--- config.mk ---
export PLATFORM = sky130hd
export DESIGN_NAME = overcurrent_pickup
export DESIGN_NICKNAME = d
export VERILOG_FILES = /design/src/overcurrent_pkg.sv /design/src/restraint_if.sv /design/src/overcurrent_pickup.sv /design/src/restraint_calc.sv
export VERILOG_INCLUDE_DIRS = /design/src
export SDC_FILE = /design/constraint.sdc
export NUM_CORES = 2
export LEC_CHECK = 0
export BUFFER_PORTS_ARGS = -buffer_cell sky130_fd_sc_hd__buf_2
export CAP_MARGIN = 20
export CORE_UTILIZATION = 40
export CTS_CLUSTER_DIAMETER = 80
export DETAILED_ROUTE_END_ITERATION = 12
export HOLD_SLACK_MARGIN = 0.15
export PLACE_DENSITY = 0.6
export REMOVE_ABC_BUFFERS = 1
export SLEW_MARGIN = 20
export SYNTH_ARGS = -nofsm -noshare
export SYNTH_HDL_FRONTEND = slang
export SYNTH_SLANG_ARGS = --single-unit
--- constraint.sdc ---
create_clock -name clk -period 12.46 [get_ports clk]
set_input_delay 1.869 -clock clk [delete_from_list [all_inputs] [get_ports clk]]
set_output_delay 1.869 -clock clk [all_outputs]
set_load 0.005 [all_outputs]
--- src/overcurrent_cfg.svh ---
// Constants for the overcurrent pickup and restraint block: register map,
// field positions, reset values and fixed-point factors.
// Assumes the includer works in Q8 percent (0x100 = 100 percent) and 16-bit magnitudes.
// Function
// (RULE1) Restraint only when the active set's restraint enable is on.
// (RULE2) Restraint voltage is phase-to-phase or phase-to-ground per measuring mode.
// (RULE3) Percent: 25 below lower, 100 above upper, slope 1/upper between; lower=upper/4.
// (RULE4) Effective pickup is pickup setting times restraint percent.
// (RULE5) Effective pickup below the minimum setting is replaced by the minimum.
// (RULE6) Curve, reset mode and time multiplier pass unchanged by restraint.
// (RULE7) Enabled transformer supervision reporting breaker trip blocks the restrained element.
// (RULE8) Ground connection with ground measuring gives nominal equal rating over root three.
// (RULE9) Otherwise nominal equals rating; phase connection forces phase-to-phase measuring.
// (RULE10) Negative sequence selection compares negative-sequence current, not phase currents.
// (RULE11) Negative sequence is one third of L1 plus a-squared L2 plus a L3.
// (RULE12) Negative sequence mode uses the same curve, reset and multiplier settings.
// (RULE13) Software keeps current trip delays at least 30 ms when inrush blocking is used.
// (RULE14) Assigned undervoltage pickup selects the alternative set while asserted.
// (RULE15) Without restraint, or when blocked, pickup setting is used unchanged.
`ifndef OVERCURRENT_CFG_SVH
`define OVERCURRENT_CFG_SVH

// ==================================================================
// Register map (byte addresses)
`define REG_CTRL        8'h00
`define REG_SET_NORMAL  8'h04
`define REG_SET_ALT     8'h08
`define REG_PICKUP      8'h0c
`define REG_MIN_PICKUP  8'h10
`define REG_VT_RATING   8'h14
`define REG_UPPER_FACT  8'h18
`define REG_STATE       8'h1c
`define REG_PERCENT     8'h20
`define REG_EFF_PICKUP  8'h24
`define REG_MEASURED    8'h28
`define REG_INT_STATUS  8'h2c
`define REG_INT_MASK    8'h30

// ==================================================================
// Control fields
`define CTRL_VT_CONN_PP  0
`define CTRL_MEAS_PP     1
`define CTRL_NEG_SEQ     2
`define CTRL_VTS_EN      3
`define CTRL_ADAPT_EN    4
`define CTRL_W           5

// ==================================================================
// Interrupt fields
`define INT_PICKUP       0
`define INT_BLOCK        1
`define INT_SET_CHANGE   2
`define INT_W            3

// ==================================================================
// Reset values
`define CTRL_RST         5'h00
`define SET_RST          16'h0000
`define PICKUP_RST       16'h1000
`define MIN_PICKUP_RST   16'h0100
`define VT_RATING_RST    16'h0064
`define UPPER_FACT_RST   16'h0100

// ==================================================================
// Fixed-point factors
`define PCT_FULL         9'h100
`define PCT_MIN          9'h040
`define PCT_SHIFT        8
`define LOWER_SHIFT      2
`define INV_SQRT3_Q16    17'h093cd
`define HALF_SQRT3_Q15   16'h6eda
`define THIRD_Q15        16'h2aab
`define DIV_LAST         3'h7

`endif

--- src/overcurrent_pkg.sv ---
// Types shared by the overcurrent pickup block and its restraint calculator.
// Assumes the constants header is included by the user files.
package overcurrent_pkg;

  // ==================================================================
  // Calculator states, Gray along idle-divide-scale-done
  typedef enum logic [1:0] {
    CALC_IDLE  = 2'b00,
    CALC_DIV   = 2'b01,
    CALC_SCALE = 2'b11,
    CALC_DONE  = 2'b10
  } calc_state_t;

  // ==================================================================
  // One parameter set as software writes it
  typedef struct packed {
    logic [7:0] tmult;
    logic       spare;
    logic [1:0] reset_mode;
    logic [3:0] curve;
    logic       restraint_en;
  } param_set_t;

endpackage : overcurrent_pkg

--- src/restraint_if.sv ---
// Carrier between the pickup block and its restraint calculator.
// Assumes one clock; start is a one-cycle pulse, done likewise.
`timescale 1ns/10ps
interface restraint_if;
  logic        start;
  logic        active;
  logic [15:0] volt;
  logic [15:0] vmax;
  logic [15:0] pickup;
  logic [15:0] min_pickup;
  logic        busy;
  logic        done;
  logic [8:0]  pct;
  logic [15:0] eff;

  modport calc (input start, active, volt, vmax, pickup, min_pickup,
                output busy, done, pct, eff);
  modport ctl  (output start, active, volt, vmax, pickup, min_pickup,
                input busy, done, pct, eff);
endinterface : restraint_if

--- src/overcurrent_pickup.sv ---
// Pickup threshold and measured quantity for one phase overcurrent element.
// Assumes magnitudes and phasors arrive synchronous with sample_valid; one 40 MHz clock.
`timescale 1ns/10ps
`include "overcurrent_cfg.svh"
module overcurrent_pickup
  import overcurrent_pkg::*;
(
  // Clock and reset
  input  wire logic        clk,
  input  wire logic        rstn,
  // Register port
  input  wire logic [7:0]  addr,
  input  wire logic [31:0] wr_data,
  input  wire logic        wr_en,
  input  wire logic        rd_en,
  output logic      [31:0] rd_data,
  // Measurements
  input  wire logic        sample_valid,
  input  wire logic [15:0] v_pp_mag,
  input  wire logic [15:0] v_pg_mag,
  input  wire logic [15:0] i1_re,
  input  wire logic [15:0] i1_im,
  input  wire logic [15:0] i2_re,
  input  wire logic [15:0] i2_im,
  input  wire logic [15:0] i3_re,
  input  wire logic [15:0] i3_im,
  // Supervision and adaptive trigger
  input  wire logic        vts_mcb_trip,
  input  wire logic        undervoltage_pickup,
  // Element outputs
  output logic             element_pickup,
  output logic             restraint_blocked,
  output logic [3:0]       active_curve,
  output logic [1:0]       active_reset_mode,
  output logic [7:0]       active_tmult,
  output logic [15:0]      measured_quantity,
  output logic [15:0]      effective_pickup,
  output logic             irq
);

  // ==================================================================
  // Helpers
  function automatic logic [15:0] abs16(input logic signed [15:0] x);
    abs16 = x[15] ? 16'(-x) : 16'(x);
  endfunction : abs16

  // Alpha-max plus beta-min magnitude, saturating
  function automatic logic [15:0] mag(input logic [15:0] re, input logic [15:0] im);
    logic [15:0] a;
    logic [15:0] b;
    logic [15:0] hi;
    logic [15:0] lo;
    logic [16:0] s;
    a  = abs16(re);
    b  = abs16(im);
    hi = (a > b) ? a : b;
    lo = (a > b) ? b : a;
    s  = {1'b0, hi} + {3'b000, lo[15:2]} + {4'b0000, lo[15:3]};
    mag = s[16] ? 16'hffff : s[15:0];
  endfunction : mag

  function automatic logic [15:0] max3(input logic [15:0] a, input logic [15:0] b,
                                       input logic [15:0] c);
    logic [15:0] m;
    m    = (a > b) ? a : b;
    max3 = (m > c) ? m : c;
  endfunction : max3

  // ==================================================================
  // Settings registers
  logic [`CTRL_W-1:0] ctrl_reg,     ctrl_next;
  param_set_t         set_nrm_reg,  set_nrm_next;
  param_set_t         set_alt_reg,  set_alt_next;
  logic [15:0]        pickup_reg,   pickup_next;
  logic [15:0]        minpick_reg,  minpick_next;
  logic [15:0]        rating_reg,   rating_next;
  logic [15:0]        ufact_reg,    ufact_next;
  logic [`INT_W-1:0]  istat_reg,    istat_next;
  logic [`INT_W-1:0]  imask_reg,    imask_next;
  logic [31:0]        rd_data_reg,  rd_data_next;

  // ==================================================================
  // Element state
  logic        start_reg,   start_next;
  logic        pick_reg,    pick_next;
  logic        block_reg,   block_next;
  logic        alt_reg,     alt_next;
  logic [15:0] meas_reg,    meas_next;
  logic [15:0] volt_reg,    volt_next;
  logic [15:0] vmax_reg,    vmax_next;
  logic        act_reg,     act_next;
  logic [3:0]  curve_reg,   curve_next;
  logic [1:0]  rmode_reg,   rmode_next;
  logic [7:0]  tmult_reg,   tmult_next;
  logic        irq_reg,     irq_next;

  restraint_if rif ();

  restraint_calc u_calc (
    .clk  (clk),
    .rstn (rstn),
    .rif  (rif.calc)
  );

  logic                alt_sel;
  param_set_t          set_act;
  logic                blocked;
  logic                meas_pp;
  logic                vn_reduced;
  logic [32:0]         vn_prod;
  logic [15:0]         vn;
  logic [31:0]         vmax_prod;
  logic signed [47:0]  ns_re;
  logic signed [47:0]  ns_im;
  logic signed [47:0]  ns_re3;
  logic signed [47:0]  ns_im3;
  logic [15:0]         ineg;
  logic [15:0]         iphase;
  logic [`INT_W-1:0]   events;
  logic                wr_hit_istat;

  // ==================================================================
  // Measurement and threshold path
  always_comb begin
    alt_sel    = ctrl_reg[`CTRL_ADAPT_EN] & undervoltage_pickup;           // [RULE14]
    set_act    = alt_sel ? set_alt_reg : set_nrm_reg;                      // [RULE14]
    blocked    = ctrl_reg[`CTRL_VTS_EN] & vts_mcb_trip;                    // [RULE7]
    meas_pp    = ctrl_reg[`CTRL_VT_CONN_PP] | ctrl_reg[`CTRL_MEAS_PP];     // [RULE9]
    vn_reduced = !ctrl_reg[`CTRL_VT_CONN_PP] && !ctrl_reg[`CTRL_MEAS_PP];  // [RULE8]
    vn_prod    = rating_reg * `INV_SQRT3_Q16;
    vn         = vn_reduced ? vn_prod[31:16] : rating_reg;                 // [RULE8] [RULE9]
    vmax_prod  = vn * ufact_reg;
    // Symmetrical component, Q15 rotation terms then divide by three
    ns_re  = (48'(signed'(i1_re)) <<< 15)
           - ((48'(signed'(i2_re)) + 48'(signed'(i3_re))) <<< 14)
           + (48'(signed'(i2_im)) - 48'(signed'(i3_im))) * 48'(`HALF_SQRT3_Q15);  // [RULE11]
    ns_im  = (48'(signed'(i1_im)) <<< 15)
           - ((48'(signed'(i2_im)) + 48'(signed'(i3_im))) <<< 14)
           + (48'(signed'(i3_re)) - 48'(signed'(i2_re))) * 48'(`HALF_SQRT3_Q15);  // [RULE11]
    ns_re3 = ns_re * 48'(`THIRD_Q15);
    ns_im3 = ns_im * 48'(`THIRD_Q15);
    ineg   = mag(ns_re3[45:30], ns_im3[45:30]);                            // [RULE11]
    iphase = max3(mag(i1_re, i1_im), mag(i2_re, i2_im), mag(i3_re, i3_im));

    start_next = sample_valid & ~rif.busy & ~start_reg;
    volt_next  = volt_reg;
    vmax_next  = vmax_reg;
    act_next   = act_reg;
    meas_next  = meas_reg;
    if (sample_valid) begin
      volt_next = meas_pp ? v_pp_mag : v_pg_mag;                           // [RULE2]
      vmax_next = (vmax_prod[31:24] != 8'h00) ? 16'hffff : vmax_prod[23:8];
      act_next  = set_act.restraint_en & ~blocked;                         // [RULE1] [RULE15]
      meas_next = ctrl_reg[`CTRL_NEG_SEQ] ? ineg : iphase;                 // [RULE10]
    end
    // Same set drives both phase and negative-sequence operation
    curve_next = set_act.curve;                                            // [RULE6] [RULE12]
    rmode_next = set_act.reset_mode;                                       // [RULE6] [RULE12]
    tmult_next = set_act.tmult;                                            // [RULE6] [RULE12]
    alt_next   = alt_sel;
    block_next = blocked & set_act.restraint_en;                           // [RULE7]
    // Blocked restrained element cannot pick up even on stale threshold
    pick_next  = (meas_reg > rif.eff) & ~block_next;                       // [RULE7]
  end

  assign rif.start      = start_reg;
  assign rif.active     = act_reg;
  assign rif.volt       = volt_reg;
  assign rif.vmax       = vmax_reg;
  assign rif.pickup     = pickup_reg;
  assign rif.min_pickup = minpick_reg;

  // ==================================================================
  // Register port and interrupts
  always_comb begin
    ctrl_next    = ctrl_reg;
    set_nrm_next = set_nrm_reg;
    set_alt_next = set_alt_reg;
    pickup_next  = pickup_reg;
    minpick_next = minpick_reg;
    rating_next  = rating_reg;
    ufact_next   = ufact_reg;
    imask_next   = imask_reg;
    wr_hit_istat = wr_en && (addr == `REG_INT_STATUS);
    if (wr_en) begin
      case (addr)
        `REG_CTRL:       ctrl_next    = wr_data[`CTRL_W-1:0];
        `REG_SET_NORMAL: set_nrm_next = param_set_t'(wr_data[15:0]);
        `REG_SET_ALT:    set_alt_next = param_set_t'(wr_data[15:0]);
        `REG_PICKUP:     pickup_next  = wr_data[15:0];
        `REG_MIN_PICKUP: minpick_next = wr_data[15:0];
        `REG_VT_RATING:  rating_next  = wr_data[15:0];
        `REG_UPPER_FACT: ufact_next   = wr_data[15:0];
        `REG_INT_MASK:   imask_next   = wr_data[`INT_W-1:0];
        default: begin
        end
      endcase
    end
    events = '0;
    events[`INT_PICKUP]     = pick_next & ~pick_reg;
    events[`INT_BLOCK]      = block_next & ~block_reg;
    events[`INT_SET_CHANGE] = alt_next ^ alt_reg;
    // A new event in the clearing cycle survives the write-one-to-clear
    istat_next = (istat_reg & ~(wr_hit_istat ? wr_data[`INT_W-1:0] : '0)) | events;
    irq_next   = |(istat_next & imask_next);
    rd_data_next = 32'h0000_0000;
    if (rd_en) begin
      case (addr)
        `REG_CTRL:       rd_data_next = {27'h0, ctrl_reg};
        `REG_SET_NORMAL: rd_data_next = {16'h0, set_nrm_reg};
        `REG_SET_ALT:    rd_data_next = {16'h0, set_alt_reg};
        `REG_PICKUP:     rd_data_next = {16'h0, pickup_reg};
        `REG_MIN_PICKUP: rd_data_next = {16'h0, minpick_reg};
        `REG_VT_RATING:  rd_data_next = {16'h0, rating_reg};
        `REG_UPPER_FACT: rd_data_next = {16'h0, ufact_reg};
        `REG_STATE:      rd_data_next = {28'h0, pick_reg, alt_reg, block_reg, act_reg};
        `REG_PERCENT:    rd_data_next = {23'h0, rif.pct};
        `REG_EFF_PICKUP: rd_data_next = {16'h0, rif.eff};
        `REG_MEASURED:   rd_data_next = {16'h0, meas_reg};
        `REG_INT_STATUS: rd_data_next = {29'h0, istat_reg};
        `REG_INT_MASK:   rd_data_next = {29'h0, imask_reg};
        default:         rd_data_next = 32'h0000_0000;
      endcase
    end
  end

  // ==================================================================
  // Flip-flops
  always_ff @(posedge clk or negedge rstn) begin
    if (!rstn) begin
      ctrl_reg    <= `CTRL_RST;
      set_nrm_reg <= param_set_t'(`SET_RST);
      set_alt_reg <= param_set_t'(`SET_RST);
      pickup_reg  <= `PICKUP_RST;
      minpick_reg <= `MIN_PICKUP_RST;
      rating_reg  <= `VT_RATING_RST;
      ufact_reg   <= `UPPER_FACT_RST;
      istat_reg   <= '0;
      imask_reg   <= '0;
      rd_data_reg <= 32'h0000_0000;
      start_reg   <= 1'b0;
      pick_reg    <= 1'b0;
      block_reg   <= 1'b0;
      alt_reg     <= 1'b0;
      meas_reg    <= 16'h0000;
      volt_reg    <= 16'h0000;
      vmax_reg    <= 16'h0000;
      act_reg     <= 1'b0;
      curve_reg   <= 4'h0;
      rmode_reg   <= 2'h0;
      tmult_reg   <= 8'h00;
      irq_reg     <= 1'b0;
    end else begin
      ctrl_reg    <= ctrl_next;
      set_nrm_reg <= set_nrm_next;
      set_alt_reg <= set_alt_next;
      pickup_reg  <= pickup_next;
      minpick_reg <= minpick_next;
      rating_reg  <= rating_next;
      ufact_reg   <= ufact_next;
      istat_reg   <= istat_next;
      imask_reg   <= imask_next;
      rd_data_reg <= rd_data_next;
      start_reg   <= start_next;
      pick_reg    <= pick_next;
      block_reg   <= block_next;
      alt_reg     <= alt_next;
      meas_reg    <= meas_next;
      volt_reg    <= volt_next;
      vmax_reg    <= vmax_next;
      act_reg     <= act_next;
      curve_reg   <= curve_next;
      rmode_reg   <= rmode_next;
      tmult_reg   <= tmult_next;
      irq_reg     <= irq_next;
    end
  end

  assign rd_data           = rd_data_reg;
  assign element_pickup    = pick_reg;
  assign restraint_blocked = block_reg;
  assign active_curve      = curve_reg;
  assign active_reset_mode = rmode_reg;
  assign active_tmult      = tmult_reg;
  assign measured_quantity = meas_reg;
  // Comes straight from the calculator's output flip-flop
  assign effective_pickup  = rif.eff;
  assign irq               = irq_reg;

endmodule : overcurrent_pickup

--- src/restraint_calc.sv ---
// Restraint percentage and effective pickup calculator.
// Assumes inputs are stable only in the start cycle; they are latched there.
`timescale 1ns/10ps
`include "overcurrent_cfg.svh"
module restraint_calc
  import overcurrent_pkg::*;
(
  // Clock and reset
  input wire logic clk,
  input wire logic rstn,
  // Calculator side of the carrier
  restraint_if.calc rif
);

  calc_state_t state_reg, state_next;
  logic [16:0] rem_reg,   rem_next;
  logic [7:0]  quo_reg,   quo_next;
  logic [2:0]  cnt_reg,   cnt_next;
  logic [15:0] vmax_reg,  vmax_next;
  logic [15:0] pick_reg,  pick_next;
  logic [15:0] min_reg,   min_next;
  logic        act_reg,   act_next;
  logic [8:0]  pct_reg,   pct_next;
  logic [15:0] eff_reg,   eff_next;
  logic        done_reg,  done_next;

  logic [15:0] vmin;
  logic [16:0] rem_sh;
  logic [24:0] prod;

  // ==================================================================
  // Next state
  always_comb begin
    state_next = state_reg;
    rem_next   = rem_reg;
    quo_next   = quo_reg;
    cnt_next   = cnt_reg;
    vmax_next  = vmax_reg;
    pick_next  = pick_reg;
    min_next   = min_reg;
    act_next   = act_reg;
    pct_next   = pct_reg;
    eff_next   = eff_reg;
    done_next  = 1'b0;
    vmin       = rif.vmax >> `LOWER_SHIFT;                           // [RULE3]
    rem_sh     = {rem_reg[15:0], 1'b0};
    prod       = pick_reg * pct_reg;
    case (state_reg)
      CALC_IDLE: begin
        if (rif.start) begin
          vmax_next = rif.vmax;
          pick_next = rif.pickup;
          min_next  = rif.min_pickup;
          act_next  = rif.active;
          quo_next  = 8'h00;
          cnt_next  = 3'h0;
          rem_next  = {1'b0, rif.volt - vmin};
          state_next = CALC_SCALE;
          if (!rif.active || rif.vmax == 16'h0000 || rif.volt >= rif.vmax) begin
            pct_next = `PCT_FULL;                                     // [RULE3] [RULE15]
          end else if (rif.volt <= vmin) begin
            pct_next = `PCT_MIN;                                      // [RULE3]
          end else begin
            state_next = CALC_DIV;
          end
        end
      end
      CALC_DIV: begin
        // Restoring division: eight quotient bits of (V - lower) * 256 / upper
        if (rem_sh >= {1'b0, vmax_reg}) begin
          rem_next = rem_sh - {1'b0, vmax_reg};
          quo_next = {quo_reg[6:0], 1'b1};
        end else begin
          rem_next = rem_sh;
          quo_next = {quo_reg[6:0], 1'b0};
        end
        cnt_next = cnt_reg + 3'h1;
        if (cnt_reg == `DIV_LAST) begin
          pct_next   = `PCT_MIN + {1'b0, quo_next};                   // [RULE3]
          state_next = CALC_SCALE;
        end
      end
      CALC_SCALE: begin
        eff_next = prod[23:8];                                        // [RULE4]
        if (!act_reg) begin
          eff_next = pick_reg;                                        // [RULE15]
        end else if (prod[23:8] < min_reg) begin
          eff_next = min_reg;                                         // [RULE5]
        end
        state_next = CALC_DONE;
      end
      CALC_DONE: begin
        done_next  = 1'b1;
        state_next = CALC_IDLE;
      end
      default: begin
        state_next = CALC_IDLE;
      end
    endcase
  end

  // ==================================================================
  // Registers
  always_ff @(posedge clk or negedge rstn) begin
    if (!rstn) begin
      state_reg <= CALC_IDLE;
      rem_reg   <= 17'h00000;
      quo_reg   <= 8'h00;
      cnt_reg   <= 3'h0;
      vmax_reg  <= 16'h0000;
      pick_reg  <= 16'h0000;
      min_reg   <= 16'h0000;
      act_reg   <= 1'b0;
      pct_reg   <= `PCT_FULL;
      eff_reg   <= `PICKUP_RST;
      done_reg  <= 1'b0;
    end else begin
      state_reg <= state_next;
      rem_reg   <= rem_next;
      quo_reg   <= quo_next;
      cnt_reg   <= cnt_next;
      vmax_reg  <= vmax_next;
      pick_reg  <= pick_next;
      min_reg   <= min_next;
      act_reg   <= act_next;
      pct_reg   <= pct_next;
      eff_reg   <= eff_next;
      done_reg  <= done_next;
    end
  end

  assign rif.busy = (state_reg != CALC_IDLE);
  assign rif.done = done_reg;
  assign rif.pct  = pct_reg;
  assign rif.eff  = eff_reg;

endmodule : restraint_calc

==> metrics.md <==
| Metric | Value |
|---|---|
| Crit-path max FO | `8` |
| Main synth FF type | `dfrtp_1` |
| Post-synthesis cell count | `around 8500` |
| Num CTS Buffers | `34` |
| # clock sinks | `just under 300` |
| Vias per cell | `a little over 5` |
| Ys async rst share | `between 90% and 100%` |
| R2R depth | `60` |
| Flop-to-flop setup slack | `-0.19 ns` |
| Worst Path Buf+Inv | `10` |
| Yosys reg bits | `between 200 and 300` |
| Routed Antenna Nets | `0` |
| Count of different cell masters after synthesis | `between 90 and 100` |
| TritonCTS clock tree | `built` |
| Vias | `between 60000 and 70000` |
| CTS root buffer | `clkbuf_16` |
| CP Data Required Time | `between 10 and 15 ns` |
| Worst-skew pair later-pin latency | `~0.58 ns` |
| Die Y | `438 um` |
| Synthesized area per cell | `roughly 9 sq um` |
| Max Freq | `approximately 49 MHz` |
| Clock Path Buffers | `3` |
| Critical Path Start Type | `primary input` |
| Final Cycle Share | `165%` |
| Initial antenna violation count | `5` |
| Final setup fails | `32` |
| Vias in the first global route | `roughly 71000` |
| Routability cong. | `around 0.96` |
| TritonRoute pass-1 iters | `9` |
| H-tree levels | `2` |
| Worst path top cell family by delay | `compound AO/OA/AOI/OAI gates` |
| Largest net degree at the start of global routing | `120` |
| Area growth from synthesis to layout | `30.1%` |
| Main area contributors after synthesis | `fa_1 28%, ha_1 19%, dfrtp_1 9.4%` |
| DRC Markers | `0` |
| Critical R2R Launch | `rating_reg[2]` |
| CP Launch Point | `i2_im[1]` |
| CTS clk-pin slew, worst paths | `~0.060 ns` |
| Fill count | `approximately 17000` |
| EDFF count, synth | `0` |
| Row Count | `roughly 160` |
| Worst slew pin tran | `1.09 ns` |
| Worst reg2reg path endpoint | `rif.vmax[8]` |
| Area leader, netlist | `fa_1` |
| # IOs | `roughly 260` |
| Initial Utilization | `about two fifths` |
| Final hold violation count | `0` |
| Setup_tns | `-131.16 ns` |
| Hold_buf cts | `0` |
| First-pass GRT wire length | `between 300000 and 400000 um` |
| Final Max Tran Viols | `0` |
| WL final | `240000 um` |
| CP Class | `in -> reg` |
| Hold/Removal Path Class | `reg -> reg` |
| Most frequent cells after synthesis | `1833 x inv_1, 1137 x ha_1, 1067 x fa_1` |
| Total gr overflow | `0` |
| CP Capture Type | `flop` |
| Die X | `around 440 um` |
| Worst stage delay on the critical path | `between 0.5 and 0.6 ns` |
| Final min period | `just over 20 ns` |
| Synth warnings | `0` |
| Area share of the largest cell type after synthesis | `28.0%` |
| Total die area | `192000 sq um` |
| Worst EP arrival | `around 21 ns` |
| I/O Buffers | `223` |
| Hpwl dp | `between 200000 and 250000 um` |
| # Max-Cap Violations | `0` |
| Total GRT Usage | `about a quarter` |
| Layout cell share with drive strength beyond 1 | `~28%` |
| PnR worst setup slack | `-8.09 ns` |
| Netlist Area Pre-Place | `76200 sq um` |
| Core Footprint | `between 150000 and 200000 sq um` |
| Sequential share of the synthesized area | `under 10%` |
| Initial DRC Count | `3925` |
| Critical path depth | `slightly below 100` |
| Failing checks | `negative setup slack` |
| RSZ-0062 raised after global routing | `true` |
| Most Frequent Cell on Critical Path | `a21oi_2` |
| Setup crit end | `measured_quantity[2]` |
| Top-count cell post-synth | `inv_1` |
| Routed len/inst | `about 18 um` |
| Slew margin rel. | `26.8%` |
| Clock Skew | `about 0.029 ns` |
| CP max stage cell | `fa_1` |
| Post-layout net count | `13000` |
| Outcome | `finished, violations left` |
layout make-up:
class | count | area [sq um] | area share [%]
Timing Repair Buffer | 2265 | 16800 | 16.9
Multi-Input combinational cell | 6206 | 63800 | 64.3
Clock buffer | 44 | 918 | 0.927
Sequential cell | 293 | 7340 | 7.41
Inverter | 1835 | 6900 | 6.96
Tap cell | 2495 | 3120 | 3.15
Antenna cell | 3 | 7.51 | 0.00757
Clock inverter | 18 | 289 | 0.292
tightest hold or removal path: stages (launching register included):
cell,delay [ns]
dfrtp_1,0.35
nand2_1,0.06
o31ai_1,0.06
worst min path at each step:
stage / from / to / slack [ns] / cells after the start
2_1_floorplan: rif.start / rif.start / 0.45 / 1
3_3_place_gp: u_calc.rem_reg[15] / u_calc.rem_reg[15] / 0.47 / 2
3_5_place_dp: u_calc.rem_reg[15] / u_calc.rem_reg[15] / 0.47 / 2
4_1_cts: u_calc.rem_reg[15] / u_calc.rem_reg[15] / 0.50 / 2
5_1_grt: u_calc.quo_reg[6] / u_calc.quo_reg[6] / 0.53 / 1
6_report: u_calc.rem_reg[15] / u_calc.rem_reg[15] / 0.50 / 2
logic make-up (layout without fill, tap and decap cells):
family | after synthesis | count (layout) | synth area share [%]
adder cells (fa/ha/maj) | 2204 | 2204 | 46.7
AND/OR/NAND/NOR | 1708 | 1708 | 10.7
other | 2 | 21 | 0.00986
multiplexers | 257 | 257 | 3.69
AO/OA/AOI/OAI | 1475 | 1475 | 12.7
flip-flops | 293 | 293 | 9.64
buffers and inverters | 2058 | 4162 | 10.2
XOR/XNOR | 544 | 544 | 6.31
cell usage in the layout (no fill, tap or decap), drive strengths merged, types with 16 or more instances in the layout:
| master | Yosys | routed |
|---|---|---|
| a211oi | 57 | 57 |
| a21boi | 32 | 32 |
| a21o | 140 | 140 |
| a21oi | 365 | 365 |
| a221oi | 20 | 20 |
| a22o | 28 | 28 |
| a22oi | 45 | 45 |
| a31oi | 72 | 72 |
| and2 | 156 | 156 |
| and3 | 28 | 28 |
| buf | 43 | 2263 |
| clkbuf | 180 | 46 |
| conb | 2 | 18 |
| dfrtp | 285 | 285 |
| fa | 1067 | 1067 |
| ha | 1137 | 1137 |
| inv | 1834 | 1838 |
| mux2 | 190 | 190 |
| mux2i | 67 | 67 |
| nand2 | 654 | 654 |
| nand2b | 66 | 66 |
| nand3 | 65 | 65 |
| nand3b | 16 | 16 |
| nand4 | 58 | 58 |
| nor2 | 364 | 364 |
| nor2b | 79 | 79 |
| nor3 | 75 | 75 |
| nor3b | 28 | 28 |
| nor4 | 25 | 25 |
| o211ai | 24 | 24 |
| o21a | 52 | 52 |
| o21ai | 334 | 334 |
| o21bai | 102 | 102 |
| o31ai | 36 | 36 |
| o32a | 19 | 19 |
| or2 | 22 | 22 |
| or3 | 33 | 33 |
| xnor2 | 373 | 373 |
| xor2 | 168 | 168 |
per-stage QoR:
step | setup WS (ns) | std cells | hold slack, ns | cell area (sq um) | utilization [%]
after floorplan | -12.15 | 8334 | 0.447 | 75300 | -
after global placement | -9.30 | 12900 | 0.468 | 93700 | 49.7
after detailed placement | -9.64 | 12900 | 0.473 | 93700 | 49.7
after CTS | -7.83 | 13100 | 0.500 | 97400 | 51.7
after global routing | -9.12 | 13200 | 0.528 | 99100 | 52.6
final | -8.09 | 13200 | 0.503 | 99100 | 52.6
what timing repair did:
action	4_1_cts	5_1_grt
cloned	2	0
endpoints found under the setup margin	32	32
resized for setup	305	275
endpoints found under the hold margin	0	0
setup buffers	145	49
pin swaps	258	303
layer usage:
| layer | part of all wire, % | global-route usage (%) | routed length [um] |
|---|---|---|---|
| met3 | 4.2 | 2.09 | 10000 |
| met5 | 0 | 0 | 0 |
| met4 | 4.5 | 9.45 | 10700 |
| met1 | 44 | 32.7 | 105000 |
| met2 | 48 | 43.5 | 115000 |
Power is left out: the tool's default activity adds up to more than one toggle a clock period on the data nets, which glitch-free logic cannot reach.
